## config.mk

```make
export PLATFORM = sky130hd
export DESIGN_NAME = pll_clock_mode_select
export DESIGN_NICKNAME = d
export VERILOG_FILES = /design/src/pll_clock_mode_select_pkg.sv /design/src/pll_clock_mode_select.sv /design/src/cfg_sampler.sv /design/src/cs_decoder.sv
export VERILOG_INCLUDE_DIRS = /design/src
export SDC_FILE = /design/constraint.sdc
export NUM_CORES = 1
export LEC_CHECK = 0
export BUFFER_PORTS_ARGS = -buffer_cell sky130_fd_sc_hd__clkbuf_2
export CORE_ASPECT_RATIO = 0.8
export CORE_UTILIZATION = 35
export CTS_CLUSTER_DIAMETER = 40
export DETAILED_ROUTE_END_ITERATION = 16
export SYNTH_ARGS = -nofsm -noshare
export SYNTH_HDL_FRONTEND = slang
export SYNTH_SLANG_ARGS = --single-unit
```

## constraint.sdc

```tcl
create_clock -name I_MCLK -period 1.9 [get_ports I_MCLK]
set_input_delay 0.19 -clock I_MCLK [delete_from_list [all_inputs] [get_ports I_MCLK]]
set_output_delay 0.19 -clock I_MCLK [all_outputs]
set_load 0.005 [all_outputs]
```

## src/pll_clock_mode_select_defines.svh

```systemverilog
`ifndef PLL_CLOCK_MODE_SELECT_DEFINES_SVH
`define PLL_CLOCK_MODE_SELECT_DEFINES_SVH

// register port geometry
`define REG_ADDR_W 8
`define REG_DATA_W 32

// register byte offsets
`define REG_CLK_CTRL 8'h00
`define REG_MULT 8'h04
`define REG_STATUS 8'h08
`define REG_CS_BASE 8'h0c
`define REG_CS_MASK 8'h10
`define REG_CS_CTRL 8'h14

// clock control fields and reset values
`define DRIVE_W 2
`define DRIVE_LSB 0
`define DRIVE_RESET 2'h3

// default multiplication factors; bypass reports unity
`define MULT_W 9
`define MULT_MHZ_CRYSTAL 9'h004
`define MULT_KHZ_CRYSTAL 9'h191
`define MULT_BYPASS 9'h001

// status bit positions
`define STAT_PLL_EN 0
`define STAT_MODE 1
`define STAT_CORE_DIS 2
`define STAT_LOCKED 3
`define STAT_W 4

// chip-select window
`define EXT_ADDR_W 19
`define CS_BASE_RESET 19'h00000
`define CS_MASK_RESET 19'h00000
`define CS_EN_BIT 0

// timing: mode pin hold after total reset negates
`define CLK_PERIOD_NS 10
`define MODE_HOLD_NS 5
`define MODE_HOLD_CYC ((`MODE_HOLD_NS + `CLK_PERIOD_NS - 1) / `CLK_PERIOD_NS)
`define HOLD_CNT_W 4

`endif

```

## src/pll_clock_mode_select_pkg.sv

```systemverilog
package pll_clock_mode_select_pkg;

  // drive strength of the system clock output pin
  typedef enum logic [1:0] {
    DRIVE_OFF = 2'h0,
    DRIVE_THIRD = 2'h1,
    DRIVE_TWO_THIRDS = 2'h2,
    DRIVE_FULL = 2'h3
  } drive_t;

  // configuration sampler states, one-hot
  typedef enum logic [2:0] {
    ST_SAMPLE = 3'b001,
    ST_HOLD = 3'b010,
    ST_LOCKED = 3'b100
  } sample_state_t;

endpackage

```

## src/pll_clock_mode_select.sv

```systemverilog
// Local design decisions: the address-and-strobe port and the address map.
`timescale 1ns/1ps
`include "pll_clock_mode_select_defines.svh"

module pll_clock_mode_select (
  input wire logic I_MCLK,
  input wire logic I_RST_B,
  input wire logic [`REG_ADDR_W-1:0] I_ADDR,
  input wire logic [`REG_DATA_W-1:0] I_WDATA,
  input wire logic I_WR,
  input wire logic I_RD,
  output logic [`REG_DATA_W-1:0] O_RDATA,
  input wire logic I_PLL_SUPPLY_STRAP,
  input wire logic I_RESET_PIN_B,
  input wire logic I_HALT_PIN_B,
  input wire logic I_CORE_DISABLE_MODE,
  input wire logic I_CLOCK_MODE_SELECT_I,
  output logic O_CLOCK_MODE_SELECT_O,
  output logic O_CLOCK_MODE_SELECT_OE,
  input wire logic I_PORT_A_BIT_TWELVE_OUT,
  input wire logic I_PORT_A_BIT_TWELVE_OE,
  output logic O_PORT_A_BIT_TWELVE_IN,
  input wire logic I_CRYSTAL_CLOCK_INPUT,
  output logic O_CRYSTAL_DRIVE_OUTPUT,
  input wire logic I_PLL_CLOCK,
  output logic O_PLL_ENABLE,
  output logic [`MULT_W-1:0] O_MULTIPLICATION_FACTOR,
  output logic O_SYSTEM_CLOCK_OUTPUT,
  output logic O_SYSTEM_CLOCK_OE,
  output logic [`DRIVE_W-1:0] O_SYSTEM_CLOCK_DRIVE,
  output logic O_CORE_CLOCK,
  output logic O_COMMUNICATION_PROCESSOR_CLOCK,
  output logic O_INTEGRATION_CLOCK,
  input wire logic I_INT_AS,
  input wire logic [`EXT_ADDR_W-1:0] I_INT_ADDR,
  output logic [`EXT_ADDR_W-1:0] O_EXT_ADDR,
  output logic O_EXT_AS_B,
  output logic O_EXT_BUS_OE,
  input wire logic I_EXT_AS_B,
  input wire logic [`EXT_ADDR_W-1:0] I_EXT_ADDR,
  output logic O_SEEN_VALID,
  output logic [`EXT_ADDR_W-1:0] O_SEEN_ADDR,
  output logic O_CHIP_SELECT_B,
  output logic O_TRANSFER_ACKNOWLEDGE_B
);

  ////////////////////////////////////////////////////////////////////////////
  // declarations

  logic total_reset;
  logic pll_en;
  logic mode_q;
  logic core_dis;
  logic locked;
  logic gpio_mode;

  pll_clock_mode_select_pkg::drive_t drive_q, drive_d;
  logic [`MULT_W-1:0] mult_q, mult_d;
  logic [`MULT_W-1:0] mult_default;
  logic [`EXT_ADDR_W-1:0] cs_base_q, cs_base_d;
  logic [`EXT_ADDR_W-1:0] cs_mask_q, cs_mask_d;
  logic cs_en_q, cs_en_d;

  logic wr_clk_ctrl;
  logic wr_mult;
  logic wr_cs_base;
  logic wr_cs_mask;
  logic wr_cs_ctrl;
  logic [`REG_DATA_W-1:0] rd_val;
  logic [`STAT_W-1:0] status;

  logic clk_src;
  logic drive_on;
  logic int_master;

  ////////////////////////////////////////////////////////////////////////////
  // total system reset and configuration capture

  // total reset needs reset and halt pins asserted together
  assign total_reset = !I_RESET_PIN_B && !I_HALT_PIN_B;

  cfg_sampler u_cfg_sampler (
    .i_clk(I_MCLK),
    .i_rst_b(I_RST_B),
    .i_total_reset(total_reset),
    .i_strap(I_PLL_SUPPLY_STRAP),
    .i_mode_pin(I_CLOCK_MODE_SELECT_I),
    .i_core_dis_pin(I_CORE_DISABLE_MODE),
    .o_pll_en(pll_en),
    .o_mode(mode_q),
    .o_core_dis(core_dis),
    .o_locked(locked)
  );

  ////////////////////////////////////////////////////////////////////////////
  // register port decode

  // one-hot write enables, unmapped writes fall through unused
  assign wr_clk_ctrl = I_WR && (I_ADDR == `REG_CLK_CTRL);
  assign wr_mult = I_WR && (I_ADDR == `REG_MULT);
  assign wr_cs_base = I_WR && (I_ADDR == `REG_CS_BASE);
  assign wr_cs_mask = I_WR && (I_ADDR == `REG_CS_MASK);
  assign wr_cs_ctrl = I_WR && (I_ADDR == `REG_CS_CTRL);

  // status shows the captured straps and whether the pin was released
  assign status = {locked, core_dis, mode_q, pll_en};

  // read select, unmapped and reserved bits read zero
  always_comb begin
    rd_val = '0;
    if (I_ADDR == `REG_CLK_CTRL) begin
      rd_val[`DRIVE_W-1:0] = drive_q;
    end else if (I_ADDR == `REG_MULT) begin
      rd_val[`MULT_W-1:0] = mult_q;
    end else if (I_ADDR == `REG_STATUS) begin
      rd_val[`STAT_W-1:0] = status;
    end else if (I_ADDR == `REG_CS_BASE) begin
      rd_val[`EXT_ADDR_W-1:0] = cs_base_q;
    end else if (I_ADDR == `REG_CS_MASK) begin
      rd_val[`EXT_ADDR_W-1:0] = cs_mask_q;
    end else if (I_ADDR == `REG_CS_CTRL) begin
      rd_val[`CS_EN_BIT] = cs_en_q;
    end
  end

  // read data valid only in the cycle after the strobe
  always_ff @(posedge I_MCLK or negedge I_RST_B) begin
    if (!I_RST_B) begin
      O_RDATA <= '0;
    end else begin
      O_RDATA <= I_RD ? rd_val : '0;
    end
  end

  ////////////////////////////////////////////////////////////////////////////
  // control registers

  // default factor follows the sampled mode pin
  assign mult_default = mode_q ? `MULT_KHZ_CRYSTAL :
    `MULT_MHZ_CRYSTAL;

  // total reset wins over software so the default is back afterwards
  assign drive_d = total_reset ? pll_clock_mode_select_pkg::drive_t'(
    `DRIVE_RESET) : (wr_clk_ctrl ? pll_clock_mode_select_pkg::drive_t'(
    I_WDATA[`DRIVE_LSB +: `DRIVE_W]) : drive_q);
  assign mult_d = !locked ? mult_default :
    (wr_mult ? I_WDATA[`MULT_W-1:0] : mult_q);
  assign cs_base_d = wr_cs_base ? I_WDATA[`EXT_ADDR_W-1:0] : cs_base_q;
  assign cs_mask_d = wr_cs_mask ? I_WDATA[`EXT_ADDR_W-1:0] : cs_mask_q;
  assign cs_en_d = total_reset ? 1'b0 :
    (wr_cs_ctrl ? I_WDATA[`CS_EN_BIT] : cs_en_q);

  always_ff @(posedge I_MCLK or negedge I_RST_B) begin
    if (!I_RST_B) begin
      drive_q <= pll_clock_mode_select_pkg::drive_t'(`DRIVE_RESET);
      mult_q <= `MULT_MHZ_CRYSTAL;
    end else begin
      drive_q <= drive_d;
      mult_q <= mult_d;
    end
  end

  always_ff @(posedge I_MCLK or negedge I_RST_B) begin
    if (!I_RST_B) begin
      cs_base_q <= `CS_BASE_RESET;
      cs_mask_q <= `CS_MASK_RESET;
      cs_en_q <= 1'b0;
    end else begin
      cs_base_q <= cs_base_d;
      cs_mask_q <= cs_mask_d;
      cs_en_q <= cs_en_d;
    end
  end

  ////////////////////////////////////////////////////////////////////////////
  // mode pin / port a bit twelve sharing

  // strap read live: the captured copy is not valid yet during sampling
  assign gpio_mode = !I_PLL_SUPPLY_STRAP || locked;

  // port stops driving one cycle after total reset asserts; pin stays an input there
  always_ff @(posedge I_MCLK or negedge I_RST_B) begin
    if (!I_RST_B) begin
      O_CLOCK_MODE_SELECT_O <= 1'b0;
      O_CLOCK_MODE_SELECT_OE <= 1'b0;
      O_PORT_A_BIT_TWELVE_IN <= 1'b0;
    end else begin
      O_CLOCK_MODE_SELECT_O <= I_PORT_A_BIT_TWELVE_OUT;
      O_CLOCK_MODE_SELECT_OE <= gpio_mode && !total_reset &&
        I_PORT_A_BIT_TWELVE_OE;
      O_PORT_A_BIT_TWELVE_IN <= I_CLOCK_MODE_SELECT_I;
    end
  end

  ////////////////////////////////////////////////////////////////////////////
  // clock generation

  // bypass takes the crystal clock as is, no factor applied
  assign clk_src = pll_en ? I_PLL_CLOCK : I_CRYSTAL_CLOCK_INPUT;
  assign drive_on = (drive_q != pll_clock_mode_select_pkg::DRIVE_OFF);

  // oscillator inverts the crystal at its own rate, nothing divided
  always_ff @(posedge I_MCLK or negedge I_RST_B) begin
    if (!I_RST_B) begin
      O_CRYSTAL_DRIVE_OUTPUT <= 1'b0;
    end else begin
      O_CRYSTAL_DRIVE_OUTPUT <= !I_CRYSTAL_CLOCK_INPUT;
    end
  end

  // factor seen by the synthesizer; bypass reports unity
  always_ff @(posedge I_MCLK or negedge I_RST_B) begin
    if (!I_RST_B) begin
      O_PLL_ENABLE <= 1'b0;
      O_MULTIPLICATION_FACTOR <= `MULT_BYPASS;
    end else begin
      O_PLL_ENABLE <= pll_en;
      O_MULTIPLICATION_FACTOR <= pll_en ? mult_q : `MULT_BYPASS;
    end
  end

  // pin drive may be off; internal clocks keep running regardless
  always_ff @(posedge I_MCLK or negedge I_RST_B) begin
    if (!I_RST_B) begin
      O_SYSTEM_CLOCK_OUTPUT <= 1'b0;
      O_SYSTEM_CLOCK_OE <= 1'b0;
      O_SYSTEM_CLOCK_DRIVE <= `DRIVE_RESET;
    end else begin
      O_SYSTEM_CLOCK_OUTPUT <= clk_src && drive_on;
      O_SYSTEM_CLOCK_OE <= drive_on;
      O_SYSTEM_CLOCK_DRIVE <= drive_q;
    end
  end

  // same edge for core, comm processor and integration logic: no skew
  always_ff @(posedge I_MCLK or negedge I_RST_B) begin
    if (!I_RST_B) begin
      O_CORE_CLOCK <= 1'b0;
      O_COMMUNICATION_PROCESSOR_CLOCK <= 1'b0;
      O_INTEGRATION_CLOCK <= 1'b0;
    end else begin
      O_CORE_CLOCK <= clk_src;
      O_COMMUNICATION_PROCESSOR_CLOCK <= clk_src;
      O_INTEGRATION_CLOCK <= clk_src;
    end
  end

  ////////////////////////////////////////////////////////////////////////////
  // shared bus visibility

  // internal master owns the pins unless the core is disabled or total reset is held
  assign int_master = !core_dis && !total_reset;

  // every internal access, dual-port ram too, goes out on the pins while the internal master owns them
  always_ff @(posedge I_MCLK or negedge I_RST_B) begin
    if (!I_RST_B) begin
      O_EXT_ADDR <= '0;
      O_EXT_AS_B <= 1'b1;
      O_EXT_BUS_OE <= 1'b0;
    end else begin
      O_EXT_ADDR <= I_INT_ADDR;
      O_EXT_AS_B <= !(I_INT_AS && int_master);
      O_EXT_BUS_OE <= int_master;
    end
  end

  // pins are watched whoever drives them, so both kinds are seen
  always_ff @(posedge I_MCLK or negedge I_RST_B) begin
    if (!I_RST_B) begin
      O_SEEN_VALID <= 1'b0;
      O_SEEN_ADDR <= '0;
    end else begin
      O_SEEN_VALID <= !I_EXT_AS_B;
      O_SEEN_ADDR <= I_EXT_ADDR;
    end
  end

  ////////////////////////////////////////////////////////////////////////////
  // chip select for an external master

  cs_decoder u_cs_decoder (
    .i_clk(I_MCLK),
    .i_rst_b(I_RST_B),
    .i_enable(core_dis && cs_en_q),
    .i_as_b(I_EXT_AS_B),
    .i_addr(I_EXT_ADDR),
    .i_base(cs_base_q),
    .i_mask(cs_mask_q),
    .o_cs_b(O_CHIP_SELECT_B),
    .o_ack_b(O_TRANSFER_ACKNOWLEDGE_B)
  );

endmodule

```

## src/cfg_sampler.sv

```systemverilog
`timescale 1ns/1ps
`include "pll_clock_mode_select_defines.svh"

module cfg_sampler (
  input wire logic i_clk,
  input wire logic i_rst_b,
  input wire logic i_total_reset,
  input wire logic i_strap,
  input wire logic i_mode_pin,
  input wire logic i_core_dis_pin,
  output logic o_pll_en,
  output logic o_mode,
  output logic o_core_dis,
  output logic o_locked
);

  pll_clock_mode_select_pkg::sample_state_t state_q, state_d;
  logic [`HOLD_CNT_W-1:0] hold_q, hold_d;
  logic capture;
  logic hold_done;

  // keep capturing while reset and halt are both asserted
  assign capture = i_total_reset && (state_q ==
    pll_clock_mode_select_pkg::ST_SAMPLE);
  assign hold_done = (hold_q >= `HOLD_CNT_W'(`MODE_HOLD_CYC));

  // sequence: sample, cover pin hold time, then lock until next total reset
  always_comb begin
    state_d = state_q;
    hold_d = hold_q;
    case (state_q)
      pll_clock_mode_select_pkg::ST_SAMPLE: begin
        hold_d = '0;
        if (!i_total_reset) begin
          state_d = pll_clock_mode_select_pkg::ST_HOLD;
        end
      end
      pll_clock_mode_select_pkg::ST_HOLD: begin
        hold_d = hold_q + `HOLD_CNT_W'(1);
        if (i_total_reset) begin
          state_d = pll_clock_mode_select_pkg::ST_SAMPLE;
        end else if (hold_done) begin
          state_d = pll_clock_mode_select_pkg::ST_LOCKED;
        end
      end
      pll_clock_mode_select_pkg::ST_LOCKED: begin
        if (i_total_reset) begin
          state_d = pll_clock_mode_select_pkg::ST_SAMPLE;
        end
      end
      default: begin
        state_d = pll_clock_mode_select_pkg::ST_SAMPLE;
      end
    endcase
  end

  always_ff @(posedge i_clk or negedge i_rst_b) begin
    if (!i_rst_b) begin
      state_q <= pll_clock_mode_select_pkg::ST_SAMPLE;
      hold_q <= '0;
    end else begin
      state_q <= state_d;
      hold_q <= hold_d;
    end
  end

  // straps held from the last sampled cycle; bypass ignores the mode pin
  always_ff @(posedge i_clk or negedge i_rst_b) begin
    if (!i_rst_b) begin
      o_pll_en <= 1'b0;
      o_mode <= 1'b0;
      o_core_dis <= 1'b0;
    end else if (capture) begin
      o_pll_en <= i_strap;
      o_mode <= i_strap & i_mode_pin;
      o_core_dis <= i_core_dis_pin;
    end
  end

  always_ff @(posedge i_clk or negedge i_rst_b) begin
    if (!i_rst_b) begin
      o_locked <= 1'b0;
    end else begin
      o_locked <= (state_d == pll_clock_mode_select_pkg::ST_LOCKED);
    end
  end

endmodule

```

## src/cs_decoder.sv

```systemverilog
`timescale 1ns/1ps
`include "pll_clock_mode_select_defines.svh"

module cs_decoder (
  input wire logic i_clk,
  input wire logic i_rst_b,
  input wire logic i_enable,
  input wire logic i_as_b,
  input wire logic [`EXT_ADDR_W-1:0] i_addr,
  input wire logic [`EXT_ADDR_W-1:0] i_base,
  input wire logic [`EXT_ADDR_W-1:0] i_mask,
  output logic o_cs_b,
  output logic o_ack_b
);

  logic hit;

  // mask bit set means the address bit takes part in the compare
  assign hit = i_enable && !i_as_b &&
    ((i_addr & i_mask) == (i_base & i_mask));

  // chip select answers in the cycle after the strobe is seen
  always_ff @(posedge i_clk or negedge i_rst_b) begin
    if (!i_rst_b) begin
      o_cs_b <= 1'b1;
      o_ack_b <= 1'b1;
    end else begin
      o_cs_b <= !hit;
      o_ack_b <= !(hit && !o_cs_b);
    end
  end

endmodule

```

# Word-level counts from Yosys, hierarchy flattened
# Cells that the tools add are included.
# word_totals
register_bits	142
latch_bits	0
mem_bits_rw	0
mem_bits_ro	0
in_bits	93
word_cells	104
n_memories	0
# classes
add_sub_neg	1
n_mul	0
n_div	0
order_cmp	1
n_eq_ne	11
shifts	0
mux	26
n_bitwise	3
reduce_logical	33
# ops
op	count
$mux 9	5
$and 19x19->19	2
$mux 19	2
$eq 19x19->1	1
$mux 18	1
$mux 17	1
$eq 8x4->1 const B	2
$eq 8x5->1 const B	2
$logic_and 1x1->1	16
$mux 15	1
$mux 3	4
$logic_not 1->1	11
$mux 10	1
$pmux 3 s3	1
$eq 8x3->1 const B	1
$logic_not 8->1	1
$pmux 4 s2	1
$reduce_bool 2->1	4
$eq 3x3->1 const B	2
$mux 2	3
$mux 1	5
$add 4x1->4 const B	1
$ge 4x1->1 const B	1
$mux 4	1
other kinds (5)	5

# Logic depth before layout (Yosys ltp)
# depth
word_depth	8
mapped_depth	7

# Hierarchy
# A second synthesis with hierarchy kept.
# hier_totals
cells_unflattened	442
area_unflattened_um2	5728.0
# modules_own_cells
module	instances	cells_each	area_per_inst_um2
pll_clock_mode_select	1	345	4803.4
cfg_sampler	1	60	589.3
cs_decoder	1	37	335.3

# Worst setup path after synthesis
# OpenSTA, ideal clock, no wires.
# synth_timing
path_type	in2reg
start	input port I_ADDR[3]
end	register cs_mask_q[10]
setup_ns	0.125
arrival_ns	1.441
setup_slack_ns	0.334
stages	7
n_path_buf	3
cell_sequence	buf_2 > nor4_4 > and2_1 > buf_6 > nand2_8 > buf_12 > mux2_4
# synth_via
elab_chain_len	2
# synth_lines
item	line	rtl
start, declared	pll_clock_mode_select.sv:8	input wire logic [`REG_ADDR_W-1:0] I_ADDR,
$eq 8x5->1 (no line)	n/a	
$logic_and 1x1->1	pll_clock_mode_select.sv:102	assign wr_cs_mask = I_WR && (I_ADDR == `REG_CS_MASK);
end signal, assigned	pll_clock_mode_select.sv:166	cs_mask_q <= `CS_MASK_RESET;
end signal, assigned	pll_clock_mode_select.sv:170	cs_mask_q <= cs_mask_d;
end, declared	pll_clock_mode_select.sv:61	logic [`EXT_ADDR_W-1:0] cs_mask_q, cs_mask_d;
# Every way passes these cells.
# A chain may end at the register's enable or synchronous reset.

# Final worst setup path
# layout_timing
start	register u_cfg_sampler.state_q[1]
end	register u_cfg_sampler.state_q[0]
# layout_via
elab_chain_len	2
# layout_lines
item	line	rtl
start, declared	cfg_sampler.sv:17	pll_clock_mode_select_pkg::sample_state_t state_q, state_d;
start signal, assigned	cfg_sampler.sv:59	state_q <= pll_clock_mode_select_pkg::ST_SAMPLE;
start signal, assigned	cfg_sampler.sv:62	state_q <= state_d;
$eq 3x3->1 (tied with other cells)	cfg_sampler.sv:31	case (state_q)
$pmux 3 s3 (*)	cfg_sampler.sv:31	
net u_cfg_sampler.state_d[0]	cfg_sampler.sv:17	
# Mark *: on every way through the listed nets, which the timed path passes. The rest lies on a longest branch.

==> reports/metrics.json <==
{
  "run_status": {"value": "completed"},
  "grt_pass1_wl": {"value": 21000, "unit": "um"},
  "routedWlPerCell": {"value": 15.55, "unit": "um"},
  "groute.usage.overall": {"value": 16.97, "unit": "%"},
  "pin_count_of_the_biggest_net_entering_global_routing": {"value": 56},
  "fp.dieArea": {"value": 0.01667, "unit": "mm2"},
  "timing.reg2reg.worst_path_depth": {"value": 5},
  "worst-path-stages": {"value": 5},
  "pre_cts_ws": {"value": -0.03406, "unit": "ns"},
  "dr.first_iter.drc_count": {"value": 259},
  "timing.critical_path.from": {"value": "u_cfg_sampler.state_q[1]"},
  "fp.dieW": {"value": 144.1, "unit": "um"},
  "worst_clock_skew": {"value": 0.006757, "unit": "ns"},
  "initial_core_util": {"value": 35.79, "unit": "%"},
  "total_number_of_placement_rows": {"value": 41},
  "combinationalPowerShare": {"value": 12.7, "unit": "%"},
  "place_congestion": {"value": 0.8387},
  "clock_buffer_count_from_cts": {"value": 17},
  "numPortBuffers": {"value": 162},
  "hold_viol": {"value": 0},
  "switching_power": {"value": 2.012, "unit": "mW"},
  "layout.area.seq": {"value": 0.003566, "unit": "mm2"},
  "cts_buffer_depth": {"value": 2},
  "clk_latency": {"value": 0.42, "unit": "ns"},
  "ys_seq_area_share": {"value": 63.07, "unit": "%"},
  "drtPass1Iterations": {"value": 5},
  "post-route-drc-count": {"value": 0},
  "wirelength": {"value": 13700, "unit": "um"},
  "yosysWarnings": {"value": 0},
  "netlist_area": {"value": 0.005654, "unit": "mm2"},
  "dp_hpwl": {"value": 9643, "unit": "um"},
  "clock_sinks": {"value": 142},
  "num_vias": {"value": 4151},
  "final.fill_count": {"value": 1430},
  "cp.buffers_inverters": {"value": 2},
  "ir_worst_vdd": {"value": 0.0005196, "unit": "V"},
  "syn2layout_area_growth": {"value": 37.62, "unit": "%"},
  "antenna_diode_count": {"value": 0},
  "critical-path-slowest-cell": {"value": "sky130_fd_sc_hd__dlygate4sd3_1"},
  "ctsRootBufferMaster": {"value": "sky130_fd_sc_hd__clkbuf_16"},
  "setup_viol": {"value": 0},
  "post-route-worst-setup-slack": {"value": 0.2385, "unit": "ns"},
  "powerDensity": {"value": 1019, "unit": "mW/mm2"},
  "timing.hold.worst.class": {"value": "in -> reg"},
  "critPathMaxFanout": {"value": 7},
  "rsz0062_at_grt": {"value": "no"},
  "worst_path_dominant_cell_family": {"value": "buffers and inverters"},
  "element_type_at_the_critical_path_end": {"value": "flop"},
  "multiInputGateArea": {"value": 0.001889, "unit": "mm2"},
  "timing.final.max_slew_violations": {"value": 0},
  "fin_cells": {"value": 881},
  "drv.max_cap_violation_count": {"value": 0},
  "max_freq": {"value": 601.9, "unit": "MHz"},
  "p_sw_share": {"value": 25.37, "unit": "%"},
  "number_of_global_route_vias_before_repair": {"value": 4130},
  "deepest_level_of_the_cts_h_tree": {"value": 4},
  "finalWorstPathRequiredPeriod": {"value": 1.662, "unit": "ns"},
  "ios": {"value": 189},
  "worst-setup-path-type": {"value": "reg -> reg"},
  "critPathArrivalTime": {"value": 2.00, "unit": "ns"},
  "cellLeakagePower": {"value": 3.889, "unit": "nW"},
  "final_net_count": {"value": 749},
  "synthDistinctLibCells": {"value": 51},
  "numPlacedInstances": {"value": 800},
  "crit_path_start_kind": {"value": "flop"},
  "internal_power": {"value": 5.920, "unit": "mW"},
  "worstPathCellList": {"value": "inv_1 -> nand2_1 -> a21oi_1 -> o22ai_1 -> dlygate4sd3_1"},
  "netlist_instances": {"value": 429},
  "chipHeight": {"value": 115.7, "unit": "um"},
  "tritoncts": {"value": "done"},
  "clock_power_share": {"value": 42.4, "unit": "%"},
  "postCtsSetupBuffers": {"value": 0},
  "fin_crit_share": {"value": 87.45, "unit": "%"},
  "min_from": {"value": "I_CORE_DISABLE_MODE"},
  "power.share.sequential": {"value": 44.9, "unit": "%"},
  "cp_data_required_time": {"value": 2.24, "unit": "ns"},
  "core": {"value": 0.01580, "unit": "mm2"},
  "number_of_register_bits_inferred_by_synthesis": {"value": 142},
  "fraction_of_final_layout_cells_with_drive_strength_greater_than_1": {"value": 39.49, "unit": "%"},
  "cts.clk_slew.worst_paths": {"value": 0.06, "unit": "ns"},
  "holdPathStages": {"value": 2},
  "viasPerCell": {"value": 4.712},
  "syn_area_per_cell": {"value": 13.18, "unit": "um2"},
  "max_stage_delay": {"value": 0.58, "unit": "ns"},
  "final_antenna_net_count": {"value": 0},
  "initial_antenna_violation_count": {"value": 0},
  "grt_overflow": {"value": 0},
  "regToRegStartpoint": {"value": "u_cfg_sampler.state_q[1]"}
}
power groups by stage:
stage	sequential (mW)	combinational (mW)	clock, mW
global route	3.60	1.13	3.56
detailed placement	3.62	0.911	0
global placement	3.60	0.873	0
floorplan	3.53	0.525	0
CTS	3.57	1.01	3.44
finish	3.56	1.01	3.36
state kept, by name, indices dropped and copies added, names as in the netlist, 2 cells and up:
name / count
u_cfg_sampler.state_q: 3
O_MULTIPLICATION_FACTOR: 9
O_RDATA: 19
cs_mask_q: 19
drive_q: 2
cs_base_q: 19
O_SYSTEM_CLOCK_DRIVE: 2
O_SEEN_ADDR: 19
u_cfg_sampler.hold_q: 4
O_EXT_ADDR: 19
mult_q: 9
cell usage in the layout, fill, tap and decap left out, drive strengths merged, types with 2 or more instances in the layout:
cell           n
dfstp         10
conb          13
bufinv         3
nand2b         4
and2          12
o21ai         17
nand3          5
a31oi          4
nor3b          3
clkbuf       179
mux2i          6
or2            2
nand3b         2
o22ai          3
nor4b          4
nand2         36
dlygate4sd3   49
a222oi         5
nand4          2
buf           13
and3           2
clkinvlp       2
inv           10
nor2b          3
ha             3
nor4           3
a22oi         23
mux2          40
clkinv         7
a21boi         4
nor2          24
or4            2
a211oi         2
a21oi          8
xor2          19
dfrtp        132
a221oi         3
metrics by stage:
stage / util [%] / total power, mW / cell area (um2) / TNS, ns / hold slack (ns)
after floorplan: - / 4.058 / 5699 / 0 / -0.1056
after global placement: 42.32 / 4.476 / 6686 / -0.2807 / 0.1386
after detailed placement: 42.32 / 4.531 / 6686 / -0.3701 / 0.1461
after CTS: 49.25 / 8.017 / 7781 / 0 / 0.003935
after global routing: 49.25 / 8.300 / 7781 / 0 / 0.002716
final: 49.25 / 7.932 / 7781 / 0 / 0.02219
synthesized netlist by cell type, drive strengths merged:
cell / n / share of area [%]
a22o: 1 / 0.15
a31oi: 4 / 0.44
dfstp: 10 / 4.6
o22a: 1 / 0.15
and3: 2 / 0.22
ha: 3 / 0.66
or4: 2 / 0.27
dfrtp: 132 / 58
clkbuf: 6 / 0.40
a22oi: 23 / 3.1
a221oi: 3 / 0.46
nand2b: 4 / 0.44
nor4: 3 / 0.60
xor2: 19 / 2.9
nand4: 2 / 0.22
o22ai: 3 / 0.33
nand3b: 2 / 0.27
or2: 2 / 0.22
inv: 8 / 0.53
a222oi: 5 / 0.89
nor3b: 3 / 0.40
or3: 1 / 0.11
o21a: 1 / 0.13
a21o: 1 / 0.13
mux2i: 6 / 1.1
nand3: 5 / 0.44
a21oi: 8 / 0.71
a41oi: 1 / 0.15
a211oi: 2 / 0.27
o21ai: 17 / 1.5
nor2b: 3 / 0.33
mux2: 40 / 8.6
buf: 24 / 3.4
conb: 1 / 0.066
nor3: 1 / 0.088
nor4b: 4 / 1.0
and2: 12 / 1.3
nand2: 36 / 2.8
nor2: 24 / 1.6
a21boi: 4 / 0.53
metal layers:
layer / up-vias / wire (um) / track usage (%)
li1: 1927 / - / -
met4: 0 / 161 / 6.879
met3: 10 / 823 / 5.331
met2: 134 / 6783 / 27.54
met5: - / 0 / 0
met1: 2080 / 5927 / 21.04
final timing paths:
check                      slack [ns]                        to
setup / recovery                 0.24  u_cfg_sampler.state_q[0]
hold / removal                   0.02  u_cfg_sampler.o_core_dis
setup reg to reg                 0.24  u_cfg_sampler.state_q[0]
hold reg to reg                  0.41   O_SYSTEM_CLOCK_DRIVE[1]
max in group asynchronous        0.94      u_cs_decoder.o_ack_b
min in group asynchronous        0.27            O_EXT_ADDR[15]
logic make-up (layout without fill, tap and decap cells):
family,after synthesis,count (layout),share of synthesized area [%]
and+or+nand+nor,106,106,10.33
AOI/OAI and AO/OA,74,74,8.918
other,1,13,0.06632
adders and majority gates,3,3,0.6639
buffers and inverters,38,263,4.315
muxes,46,46,9.692
DFF,142,142,63.07
xor gates and xnor gates,19,19,2.943
area by class of cell:
| class | instances | area share (%) |
|---|---|---|
| Timing Repair Buffer | 223 | 18.28 |
| Clock buffer | 18 | 5.644 |
| Inverter | 8 | 0.3859 |
| Sequential cell | 142 | 45.83 |
| Tap cell | 215 | 3.457 |
| Clock inverter | 14 | 2.123 |
| Multi-Input combinational cell | 261 | 24.28 |
what timing repair did:
item,4_1_cts,5_1_grt
gates resized for setup,0,0
setup endpoints to repair,0,0
endpoints found under the hold margin,93,0
hold buffers,49,0
Power figures use the tool's default switching activity.
